## src/rtl/wake_seq_consts.svh

```systemverilog
`ifndef WAKE_SEQ_CONSTS_SVH
`define WAKE_SEQ_CONSTS_SVH

// =====================================================================
// timing
`define CLK_PERIOD_NS 20
`define OSC_FREQ_HZ 10000
`define OSC_DIV_CYCLES (1000000000 / (`OSC_FREQ_HZ * `CLK_PERIOD_NS))
`define CONV_PRESCALE 6'h3F
`define RTC_PERIOD_MS 10
`define RTC_OSC_TICKS ((`RTC_PERIOD_MS * `OSC_FREQ_HZ) / 1000)

// =====================================================================
// processor entry points
`define ROM_ENTRY_ADDR 12'h800
`define USER_ENTRY_ADDR 12'h030

// =====================================================================
// watchdog
`define WDT_LIMIT 3'h4

// =====================================================================
// status word 22 bit positions
`define STAT_WDT_ALARM_BIT 17
`define STAT_BUTTON_BIT 18
`define STAT_SLEEP_WAKE_BIT 22

// =====================================================================
// reset values
`define CONV_RESET 10'h001
`define STATUS_RESET 24'h000000

`endif

```

## src/rtl/wake_seq_pkg.sv

```systemverilog
package wake_seq_pkg;
	typedef enum logic [2:0] {
		ST_IDLE,
		ST_ROM,
		ST_CHECK,
		ST_AUTO_CFG,
		ST_DECIDE,
		ST_USER,
		ST_STOP
	} seq_state_e;

	typedef struct packed {
		seq_state_e st;
		logic [12:0] osc_div;
		logic [5:0] pre;
		logic [9:0] conv;
		logic [6:0] rtc_div;
		logic [23:0] rtc;
		logic [2:0] wdt;
		logic wdt_en;
		logic rst_pend;
		logic meas_pend;
		logic conv_pend;
		logic from_reset;
		logic from_sleep;
		logic wdt_alarm;
		logic btn_prev;
		logic cpu_run;
		logic pc_load;
		logic [11:0] pc;
		logic cpu_clear;
		logic cfg_req;
		logic meas_start;
		logic chip_reset;
		logic osc_tick;
		logic [23:0] status;
	} seq_s;
endpackage

```

## src/rtl/pin_sync.sv

```systemverilog
module pin_sync (
	input wire logic clk_sys_in,
	input wire logic rst_in,
	input wire logic pin_in,
	output logic level_out
);
	// reset value is the idle (released) level of an active-low pin
	logic [2:0] sync;

	always_ff @(posedge clk_sys_in) begin
		if (rst_in) begin
			sync <= 3'h7;
			level_out <= 1'b1;
		end else begin
			sync <= {sync[1:0], pin_in};
			// a change counts only once the second and third stage agree
			if (sync[1] == sync[2]) begin
				level_out <= sync[2];
			end
		end
	end
endmodule

```

## src/rtl/wake_reset_watchdog_sequencer.sv

```systemverilog
// Contract
// - wake on reset, measurement end or sleep counter expiry; reset wins.
// - every activation starts the processor at rom address 2048.
// - after reset, request auto-configuration copy when the config flag is set.
// - after reset, jump to user code at 48 if program flag set, else halt.
// - non-reset wake starts measurement or restarts counter; user flag gates jump.
// - processor stop clears processor state and stack, ram untouched.
// - power-on reset resets whole chip except ram, then user code may start.
// - four starts without watchdog clear raise a power-on reset.
// - watchdog timeout shows in status bit 17 of register 22.
// - with host port disabled, chip-select pin acts as external reset.
// - button state shows in status bit 18 of register 22.
// - in sleep only the slow oscillator runs; periodic wakes without measuring.
// - wake from sleep shows in status bit 22 of register 22.
// - sleep selected by config bit or zero averaging rate, same behaviour.
// - in sleep the counter runs to end and then starts user code.
// - the 10 kHz oscillator is the base clock for conversions and cycles.
// - conversions start at 10 kHz / 64 / counter setting, counter runs freely.
// - watchdog counts each measurement start; user code must clear it.
// - host command may disable watchdog; every pin edge clears it.
// - 24-bit real-time counter steps every 10 ms, cleared by instruction.
`include "wake_seq_consts.svh"

module wake_reset_watchdog_sequencer #(
	parameter int OSC_DIV_CYCLES = `OSC_DIV_CYCLES
) (
	input wire logic clk_sys_in,
	input wire logic rst_in,
	input wire logic chip_select_reset_pin_in,
	input wire logic host_port_enable_in,
	input wire logic sleep_mode_in,
	input wire logic avrate_zero_in,
	input wire logic [9:0] conv_count_in,
	input wire logic pwr_cfg_flag_in,
	input wire logic pwr_prg_flag_in,
	input wire logic usr_prg_flag_in,
	input wire logic cfg_copy_done_in,
	input wire logic meas_done_in,
	input wire logic cpu_halt_in,
	input wire logic clrwdt_in,
	input wire logic watchdog_off_cmd_in,
	input wire logic timer_clear_instr_in,
	output logic cpu_run_out,
	output logic cpu_pc_load_out,
	output logic [11:0] cpu_pc_out,
	output logic cpu_clear_out,
	output logic cfg_copy_req_out,
	output logic meas_start_out,
	output logic chip_reset_out,
	output logic osc_tick_out,
	output logic activated_by_reset_out,
	output logic sleep_wake_flag_out,
	output logic [2:0] wdt_count_out,
	output logic [23:0] rtc_out,
	output logic [23:0] status_out
);
	import wake_seq_pkg::*;

	// =================================================================
	// state
	seq_s s;
	seq_s next_s;
	logic btn_level;
	logic sleep_active;
	logic conv_expire;
	logic rtc_step;
	logic wdt_inc;
	logic wdt_trip;
	logic pin_edge;
	logic ext_reset;

	localparam logic [12:0] OSC_LAST = 13'(OSC_DIV_CYCLES - 1);
	localparam logic [6:0] RTC_LAST = 7'(`RTC_OSC_TICKS - 1);

	// =================================================================
	// pin conditioning
	pin_sync u_pin_sync (
		.clk_sys_in(clk_sys_in),
		.rst_in(rst_in),
		.pin_in(chip_select_reset_pin_in),
		.level_out(btn_level)
	);

	// =================================================================
	// next state
	always_comb begin
		next_s = s;
		next_s.pc_load = 1'b0;
		next_s.cpu_clear = 1'b0;
		next_s.meas_start = 1'b0;
		next_s.chip_reset = 1'b0;
		next_s.osc_tick = 1'b0;
		conv_expire = 1'b0;
		rtc_step = 1'b0;
		wdt_inc = 1'b0;
		sleep_active = sleep_mode_in | avrate_zero_in;

		// slow oscillator tick derived from the system clock
		if (s.osc_div == OSC_LAST) begin
			next_s.osc_div = 13'h0000;
			next_s.osc_tick = 1'b1;
		end else begin
			next_s.osc_div = s.osc_div + 13'h0001;
		end

		// conversion counter: 64-step prescale, then reload count
		if (s.osc_tick) begin
			if (s.pre == `CONV_PRESCALE) begin
				next_s.pre = 6'h00;
				if (s.conv <= 10'h001) begin
					next_s.conv = conv_count_in;
					conv_expire = 1'b1;
				end else begin
					next_s.conv = s.conv - 10'h001;
				end
			end else begin
				next_s.pre = s.pre + 6'h01;
			end
			if (s.rtc_div == RTC_LAST) begin
				next_s.rtc_div = 7'h00;
				rtc_step = 1'b1;
			end else begin
				next_s.rtc_div = s.rtc_div + 7'h01;
			end
		end

		// real-time counter wraps naturally at 24 bits
		if (timer_clear_instr_in) begin
			next_s.rtc = 24'h000000;
			next_s.rtc_div = 7'h00;
		end else if (rtc_step) begin
			next_s.rtc = s.rtc + 24'h000001;
		end

		// =============================================================
		// activation sequence
		case (s.st)
			ST_IDLE: begin
				if (s.rst_pend) begin
					next_s.rst_pend = 1'b0;
					next_s.from_reset = 1'b1;
					next_s.from_sleep = 1'b0;
					next_s.st = ST_ROM;
				end else if (s.meas_pend) begin
					next_s.meas_pend = 1'b0;
					next_s.from_reset = 1'b0;
					next_s.from_sleep = 1'b0;
					next_s.st = ST_ROM;
				end else if (s.conv_pend) begin
					next_s.conv_pend = 1'b0;
					next_s.from_reset = 1'b0;
					next_s.from_sleep = 1'b1;
					next_s.st = ST_ROM;
				end
			end
			ST_ROM: begin
				next_s.cpu_run = 1'b1;
				next_s.pc_load = 1'b1;
				next_s.pc = `ROM_ENTRY_ADDR;
				next_s.st = ST_CHECK;
			end
			ST_CHECK: begin
				if (s.from_reset) begin
					if (pwr_cfg_flag_in) begin
						next_s.cfg_req = 1'b1;
						next_s.st = ST_AUTO_CFG;
					end else begin
						next_s.st = ST_DECIDE;
					end
				end else begin
					// sleep wakes restart the counter instead of measuring
					if (s.from_sleep) begin
						next_s.conv = conv_count_in;
						next_s.pre = 6'h00;
					end else begin
						next_s.meas_start = 1'b1;
					end
					wdt_inc = 1'b1;
					next_s.st = ST_DECIDE;
				end
			end
			ST_AUTO_CFG: begin
				if (cfg_copy_done_in) begin
					next_s.cfg_req = 1'b0;
					next_s.st = ST_DECIDE;
				end
			end
			ST_DECIDE: begin
				if (s.from_reset ? pwr_prg_flag_in : usr_prg_flag_in) begin
					next_s.pc_load = 1'b1;
					next_s.pc = `USER_ENTRY_ADDR;
					next_s.st = ST_USER;
				end else begin
					next_s.st = ST_STOP;
				end
			end
			ST_USER: begin
				if (cpu_halt_in) begin
					next_s.st = ST_STOP;
				end
			end
			ST_STOP: begin
				// only processor state is cleared; ram is outside this block
				next_s.cpu_run = 1'b0;
				next_s.cpu_clear = 1'b1;
				next_s.pc = `ROM_ENTRY_ADDR;
				next_s.st = ST_IDLE;
			end
			default: begin
				next_s.st = ST_IDLE;
			end
		endcase

		// =============================================================
		// event sources; sets come after the sequence clears so they win
		if (meas_done_in) begin
			next_s.meas_pend = 1'b1;
		end
		if (conv_expire) begin
			if (sleep_active) begin
				next_s.conv_pend = 1'b1;
			end else begin
				next_s.meas_start = 1'b1;
				wdt_inc = 1'b1;
			end
		end

		// =============================================================
		// watchdog
		pin_edge = btn_level != s.btn_prev;
		next_s.btn_prev = btn_level;
		if (host_port_enable_in && watchdog_off_cmd_in) begin
			next_s.wdt_en = 1'b0;
		end
		if (clrwdt_in || pin_edge) begin
			next_s.wdt = 3'h0;
		end else if (wdt_inc && s.wdt < `WDT_LIMIT) begin
			next_s.wdt = s.wdt + 3'h1;
		end
		wdt_trip = s.wdt_en && (s.wdt == `WDT_LIMIT);

		// button pressed pulls the active-low pin low
		ext_reset = !host_port_enable_in && s.btn_prev && !btn_level;

		if (wdt_trip || ext_reset) begin
			// chip-wide reset; pending wakes are dropped, reset wake kept
			next_s.chip_reset = 1'b1;
			next_s.wdt = 3'h0;
			next_s.wdt_en = 1'b1;
			next_s.rst_pend = 1'b1;
			next_s.meas_pend = 1'b0;
			next_s.conv_pend = 1'b0;
			next_s.meas_start = 1'b0;
			next_s.cfg_req = 1'b0;
			next_s.cpu_run = 1'b0;
			next_s.cpu_clear = 1'b1;
			next_s.pc_load = 1'b0;
			next_s.pc = `ROM_ENTRY_ADDR;
			next_s.rtc = 24'h000000;
			next_s.rtc_div = 7'h00;
			next_s.st = ST_IDLE;
		end
		if (wdt_trip) begin
			next_s.wdt_alarm = 1'b1;
		end else if (ext_reset) begin
			next_s.wdt_alarm = 1'b0;
		end

		// =============================================================
		// status word 22
		next_s.status = `STATUS_RESET;
		next_s.status[`STAT_WDT_ALARM_BIT] = next_s.wdt_alarm;
		next_s.status[`STAT_BUTTON_BIT] = !btn_level;
		next_s.status[`STAT_SLEEP_WAKE_BIT] = next_s.from_sleep;
	end

	// =================================================================
	// registers
	always_ff @(posedge clk_sys_in) begin
		if (rst_in) begin
			s.st <= ST_IDLE;
			s.osc_div <= 13'h0000;
			s.pre <= 6'h00;
			s.conv <= `CONV_RESET;
			s.rtc_div <= 7'h00;
			s.rtc <= 24'h000000;
			s.wdt <= 3'h0;
			s.wdt_en <= 1'b1;
			s.rst_pend <= 1'b1;
			s.meas_pend <= 1'b0;
			s.conv_pend <= 1'b0;
			s.from_reset <= 1'b0;
			s.from_sleep <= 1'b0;
			s.wdt_alarm <= 1'b0;
			s.btn_prev <= 1'b1;
			s.cpu_run <= 1'b0;
			s.pc_load <= 1'b0;
			s.pc <= `ROM_ENTRY_ADDR;
			s.cpu_clear <= 1'b0;
			s.cfg_req <= 1'b0;
			s.meas_start <= 1'b0;
			s.chip_reset <= 1'b0;
			s.osc_tick <= 1'b0;
			s.status <= `STATUS_RESET;
		end else begin
			s <= next_s;
		end
	end

	// =================================================================
	// outputs, all straight from the state register
	assign cpu_run_out = s.cpu_run;
	assign cpu_pc_load_out = s.pc_load;
	assign cpu_pc_out = s.pc;
	assign cpu_clear_out = s.cpu_clear;
	assign cfg_copy_req_out = s.cfg_req;
	assign meas_start_out = s.meas_start;
	assign chip_reset_out = s.chip_reset;
	assign osc_tick_out = s.osc_tick;
	assign activated_by_reset_out = s.from_reset;
	assign sleep_wake_flag_out = s.from_sleep;
	assign wdt_count_out = s.wdt;
	assign rtc_out = s.rtc;
	assign status_out = s.status;
endmodule

```

## config.mk

```make
export PLATFORM = sky130hd
export DESIGN_NAME = wake_reset_watchdog_sequencer
export DESIGN_NICKNAME = d
export VERILOG_FILES = /design/src/rtl/wake_seq_pkg.sv /design/src/rtl/pin_sync.sv /design/src/rtl/wake_reset_watchdog_sequencer.sv
export VERILOG_INCLUDE_DIRS = /design/src /design/src/rtl
export SDC_FILE = /design/constraint.sdc
export NUM_CORES = 1
export LEC_CHECK = 0
export BUFFER_PORTS_ARGS = -buffer_cell sky130_fd_sc_hd__buf_4
export CAP_MARGIN = 20
export CORE_MARGIN = 5
export CORE_UTILIZATION = 56
export CTS_BUF_LIST = sky130_fd_sc_hd__clkbuf_4 sky130_fd_sc_hd__clkbuf_8
export CTS_CLUSTER_SIZE = 28
export DETAILED_ROUTE_END_ITERATION = 6
export GPL_TIMING_DRIVEN = 0
export PLACE_DENSITY = 0.94
export SLEW_MARGIN = 20
export SYNTH_ARGS = -nofsm -noshare
export SYNTH_HDL_FRONTEND = slang
export SYNTH_SLANG_ARGS = --single-unit
```

## constraint.sdc

```tcl
create_clock -name clk_sys_in -period 2.2 [get_ports clk_sys_in]
set_input_delay 0.55 -clock clk_sys_in [delete_from_list [all_inputs] [get_ports clk_sys_in]]
set_output_delay 0.55 -clock clk_sys_in [all_outputs]
set_load 0.03 [all_outputs]
```

**Word-level counts from Yosys, hierarchy flattened**

Index checks and enable logic that the tools add are counted.

- Bits in registers: 121
- Word-level logic and storage cells: 134
- Input port bits: 25

- Reductions and logical operators: 25
- $add $sub $neg: 6
- Muxes and demuxes: 54
- Bitwise gates (word level): 1
- Magnitude comparators: 2
- Equality and inequality tests: 19

Operators with widths:

| operator | number |
|---|---|
| $mux 16 | 3 |
| $mux 1 | 26 |
| $add 24x1->24 const B | 1 |
| $pmux 12 s2 | 1 |
| $mux 23 | 1 |
| $mux 3 | 7 |
| $mux 10 | 2 |
| $pmux 3 s6 | 1 |
| $add 13x1->13 const B | 1 |
| $eq 13x13->1 const B | 1 |
| $mux 13 | 1 |
| $eq 3x3->1 const B | 4 |
| $ne 2x2->1 const B | 6 |
| $le 10x1->1 const B | 1 |
| $mux 2 | 5 |
| $sub 10x1->10 const B | 1 |
| $mux 4 | 2 |
| $reduce_bool 2->1 | 4 |
| $add 7x1->7 const B | 1 |
| $eq 7x7->1 const B | 1 |
| $mux 7 | 1 |
| $add 6x1->6 const B | 1 |
| $eq 3x2->1 const B | 2 |
| $eq 6x6->1 const B | 1 |
| other kinds (19) | 32 |

**Depth between registers and ports, before layout**

- Depth in word-level cells: 7
- Mapped depth: 8

**Modules after synthesis**

A second synthesis with hierarchy kept.

- Cells, all modules: 550
- Area, all modules: 4655.7 um^2

Modules (own cells, without submodules):

| module | times used | area each (um^2) | cells an instance |
|---|---|---|---|
| wake_reset_watchdog_sequencer | 1 | 4540.6 | 540 |
| pin_sync | 1 | 115.1 | 10 |

**Worst setup path before layout**

OpenSTA, ideal clock, no wires.

- Kind: flip-flop to flip-flop
- Start: reg s[88] (netlist name)
- End: reg s[93] (netlist name)
- Stages on the path, launching flop included: 6
- Path slack: 0.356 ns
- Path buffers: 0
- Library setup time: 0.128 ns
- Data arrival time: 1.716 ns
- Data required time: 2.072 ns
- Cell sequence: dfxtp_1 -> or4_1 -> nor4_1 -> mux2_2 -> a22oi_1 -> nor2_1

- Word-level cells in the longest chain between the ends: 7
- Elaborated cells between the ends (all ways): 8
- Those cells by class: add/sub (1); order compare (1); mux (6)

Ends and longest elaborated chain:

| element | RTL line | RTL |
|---|---|---|
| start: declaration | wake_reset_watchdog_sequencer.sv:61 | `seq_s s;` |
| $sub 10x1->10 / $le 10x1->1 (equally long branches) | wake_reset_watchdog_sequencer.sv:114, wake_reset_watchdog_sequencer.sv:110 |  |
| $mux 10 * | wake_reset_watchdog_sequencer.sv:110 | `if (s.conv <= 10'h001) begin` |
| $mux 10 * | wake_reset_watchdog_sequencer.sv:108 | `` if (s.pre == `CONV_PRESCALE) begin `` |
| $mux 23 * | wake_reset_watchdog_sequencer.sv:107 | `if (s.osc_tick) begin` |
| $mux 16 | wake_reset_watchdog_sequencer.sv:172 | `if (s.from_sleep) begin` |
| $mux 16 | wake_reset_watchdog_sequencer.sv:163 | `if (s.from_reset) begin` |
| $mux 16 * | wake_reset_watchdog_sequencer.sv:137 | `case (s.st)` |

Mark *: on every way between the ends. The rest lies on a longest branch, timed or not.
A chain may end at the register's enable or synchronous reset.

**Worst setup path in the final report**

- Start: reg s[95] (netlist name)
- End: reg s[94] (netlist name)

- Word-level cells in the longest chain between the ends: 6

Ends and longest elaborated chain:

| element | RTL line |
|---|---|
| $eq 6x6->1 (no line) * | n/a |
| $mux 10 * | wake_reset_watchdog_sequencer.sv:108 |
| $mux 23 * | wake_reset_watchdog_sequencer.sv:107 |
| $mux 16 | wake_reset_watchdog_sequencer.sv:172 |
| $mux 16 | wake_reset_watchdog_sequencer.sv:163 |
| $mux 16 * | wake_reset_watchdog_sequencer.sv:137 |

Marked as above.

==> flow_metrics.py <==
metrics = {
    "run_status": {
        "status": "finished, final reports clean",
    },
    "sta": {
        "tns_ps": 0,
        "maxSlewHeadroom_pct": 63.0,
        "min_period_ps": 2080,
        "worstMarginPinSlew_ps": 547,
        "fin_crit_sh_pct": 94.7,
        "rsz0062_at_grt": "no",
        "hold_violations": 0,
        "fin_worst_skew_ps": 12.0,
        "finalSetupViolations": 0,
        "setup_ws_ps": 116,
        "holdWs_ps": 365,
        "drv_slew": 0,
        "fmax_mhz": 480,
    },
    "drt": {
        "via_per_inst": 5.19,
        "wl_per_cell_um": 12.9,
        "postRouteAntennaNets": 0,
        "drt-initial-drc-count": 121,
        "route.detailed.drc": 0,
        "routed_wl_um": 9590,
        "drtPass1Iterations": 6,
        "vias": 3852,
    },
    "yosys": {
        "syn_area_per_cell_um2": 8.41,
        "synth_xor_area_share_pct": 9.84,
        "syn_inst": 529,
        "synth_top_family_by_area": "simple AND/OR/NAND/NOR gates",
        "muxShareOfSynthArea_pct": 1.86,
        "ys_seq_elements": 88,
        "synth_compound_area_share_pct": 8.27,
        "ys.flop_type": "dfxtp_1",
        "syn_area_um2": 4450,
        "synth_fa_ha_area_share_pct": 2.25,
        "seq_area_frac_synth_pct": 39.6,
        "netlist-cell-type-count": 47,
        "yosys.area_share.simple_pct": 24.4,
        "synth_edf_count": 0,
        "async_reset_ff_share_pct": 0,
        "synth_warnings": 0,
    },
    "critical_path": {
        "critPathLaunchType": "flop",
        "cp_max_fo": 7,
        "crit_type": "reg2reg",
        "cp_data_arrival_time_ps": 2380,
        "cp_data_required_time_ps": 2490,
        "crit_path_end_kind": "flop",
    },
    "worst_hold_path": {
        "hold_class": "in2reg",
    },
    "cts": {
        "ctsResizeCount": 0,
        "clk_path_buf_depth": 2,
        "post_cts_buffers": 0,
        "htreeDepth": 3,
        "clock_latency_ps": 360,
        "cts_tree": "yes",
        "ctsHoldBuffers": 0,
        "numCtsBuffers": 9,
        "clkTransAtPathRegs_ps": 100,
        "cts_root_buf": "clkbuf_8",
        "clock_sinks": 88,
    },
    "global_route": {
        "grt_first_pass_wirelength_um": 16300,
        "grt_pass1_vias": 3774,
        "track_usage_pct": 19.8,
        "gr-total-overflow": 0,
        "grt_start_max_net_pins": 17,
        "antenna_found_initial": 0,
    },
    "floorplanning": {
        "ios": 97,
        "fp.dieW_um": 99.1,
        "dieArea_um2": 9830,
        "core_area_um2": 7730,
        "die_h_um": 99.1,
        "rows": 32,
        "start_util_pct": 57.6,
    },
    "power": {
        "peakVddDrop_v": 0.000598,
        "p_leak_nw": 2.32,
        "power_density_nw_per_um2": 664,
    },
    "layout": {
        "final_cell_mix": "buf_4, dfxtp_1, nor2_1, xor2_1, conb_1",
        "final_cell_area_um2": 5370,
        "drive_gt1_share_pct": 25.6,
        "n_antenna_cell": 0,
        "syn2layout_area_growth_pct": 20.7,
        "final_common_cell": "buf_4",
        "fin_nets": 668,
    },
    "placed_design": {
        "io_buffers": 66,
        "place_ws_ps": 77.6,
        "hpwlAfterDp_um": 7260,
        "gp_congestion": 0.869,
        "place_area_um2": 5180,
    },
    "flow_run": {
        "drv_cap": 0,
    },
}
-- area by class of cell --
class	count	area, µm²
Fill cell	586	2360
Tap cell	102	128
Inverter	14	52.6
Buffer	84	557
Sequential cell	88	1760
Clock buffer	9	124
Multi-Input combinational cell	372	2200
Clock inverter	7	56.3
Timing Repair Buffer	66	495
-- layer usage --
metal | track usage [%] | up-vias | routed length (µm)
met5 | 0 | - | 0
met4 | 7.67 | 0 | 140
met3 | 4.77 | 17 | 662
met2 | 35.1 | 139 | 4890
met1 | 22.9 | 1771 | 3890
li1 | - | 1925 | -
-- synthesized netlist by cell type (2+ instances only) --
cell type / instances / area (µm²)
nor3b_1: 3 / 22.5
nor2_1: 81 / 304
inv_1: 14 / 52.6
mux2_2: 2 / 22.5
mux2i_1: 6 / 60.1
and4_1: 5 / 43.8
or4_1: 2 / 15.0
o21ai_0: 15 / 75.1
and2_1: 5 / 31.3
buf_4: 63 / 473
a21oi_1: 20 / 100
xnor2_1: 17 / 149
nand3b_1: 2 / 15.0
or3_1: 5 / 31.3
nor3_1: 13 / 65.1
nor4_1: 7 / 43.8
ha_1: 8 / 100
dfxtp_1: 88 / 1760
or2_2: 6 / 37.5
o2111ai_1: 2 / 17.5
and3_1: 7 / 43.8
nand2_1: 28 / 105
a211oi_1: 6 / 45.0
clkbuf_1: 16 / 60.1
buf_2: 4 / 20.0
nand3_1: 21 / 105
a32oi_1: 2 / 17.5
nand4_1: 18 / 113
xor2_1: 33 / 289
nor2b_1: 4 / 25.0
nor4b_1: 3 / 26.3
a31oi_1: 3 / 18.8
o21bai_1: 3 / 22.5
o22ai_1: 2 / 12.5
a22oi_1: 3 / 22.5
-- critical path, cell delays in order, from the launching register on --
cell     delay (ps)
dfxtp_1         400
ha_1            250
and4_1          290
nand3_1         240
nor4b_1         330
mux2_2          380
a21oi_1         140
-- worst paths after layout --
check	slack (ps)	start	endpoint	cells past startpoint
max	120	s[95]	s[94]	6
min	370	chip_select_reset_pin_in	u_pin_sync.sync[0]	2
max reg2reg	120	s[95]	s[94]	6
min reg2reg	430	u_pin_sync.sync[0]	u_pin_sync.sync[1]	1
-- where the power goes --
group	switching (mW)	internal, mW
Sequential	0.0912	1.67
Combinational	0.467	0.308
Clock	0.604	0.422
Total	1.16	2.40
-- flip-flops by register name (all words and copies together), names as in the netlist, 2 cells and up --
| signal | count |
|---|---|
| status_out | 2 |
| u_pin_sync.sync | 3 |
| wdt_count_out | 3 |
| cpu_pc_out | 2 |
| s | 44 |
| rtc_out | 24 |
-- cell families (layout without fill, tap and decap cells) --
family | after synthesis | in the layout
simple gates | 216 | 216
buf+inv | 98 | 180
flops | 88 | 88
compound gates | 60 | 60
xor+xnor | 50 | 50
fa+ha+maj | 8 | 8
mux | 8 | 8
other cells | 1 | 30
-- stage by stage --
| stage | utilization, % | power [mW] | std cells |
|---|---|---|---|
| 2_1_floorplan | - | 2.35 | 558 |
| 3_3_place_gp | 67.0 | 2.53 | 726 |
| 3_5_place_dp | 67.0 | 2.56 | 726 |
| 4_1_cts | 69.4 | 3.57 | 742 |
| 5_1_grt | 69.5 | 3.76 | 742 |
| 6_report | 69.5 | 3.56 | 742 |
Note: power is estimated with default switching activity, not from simulation.
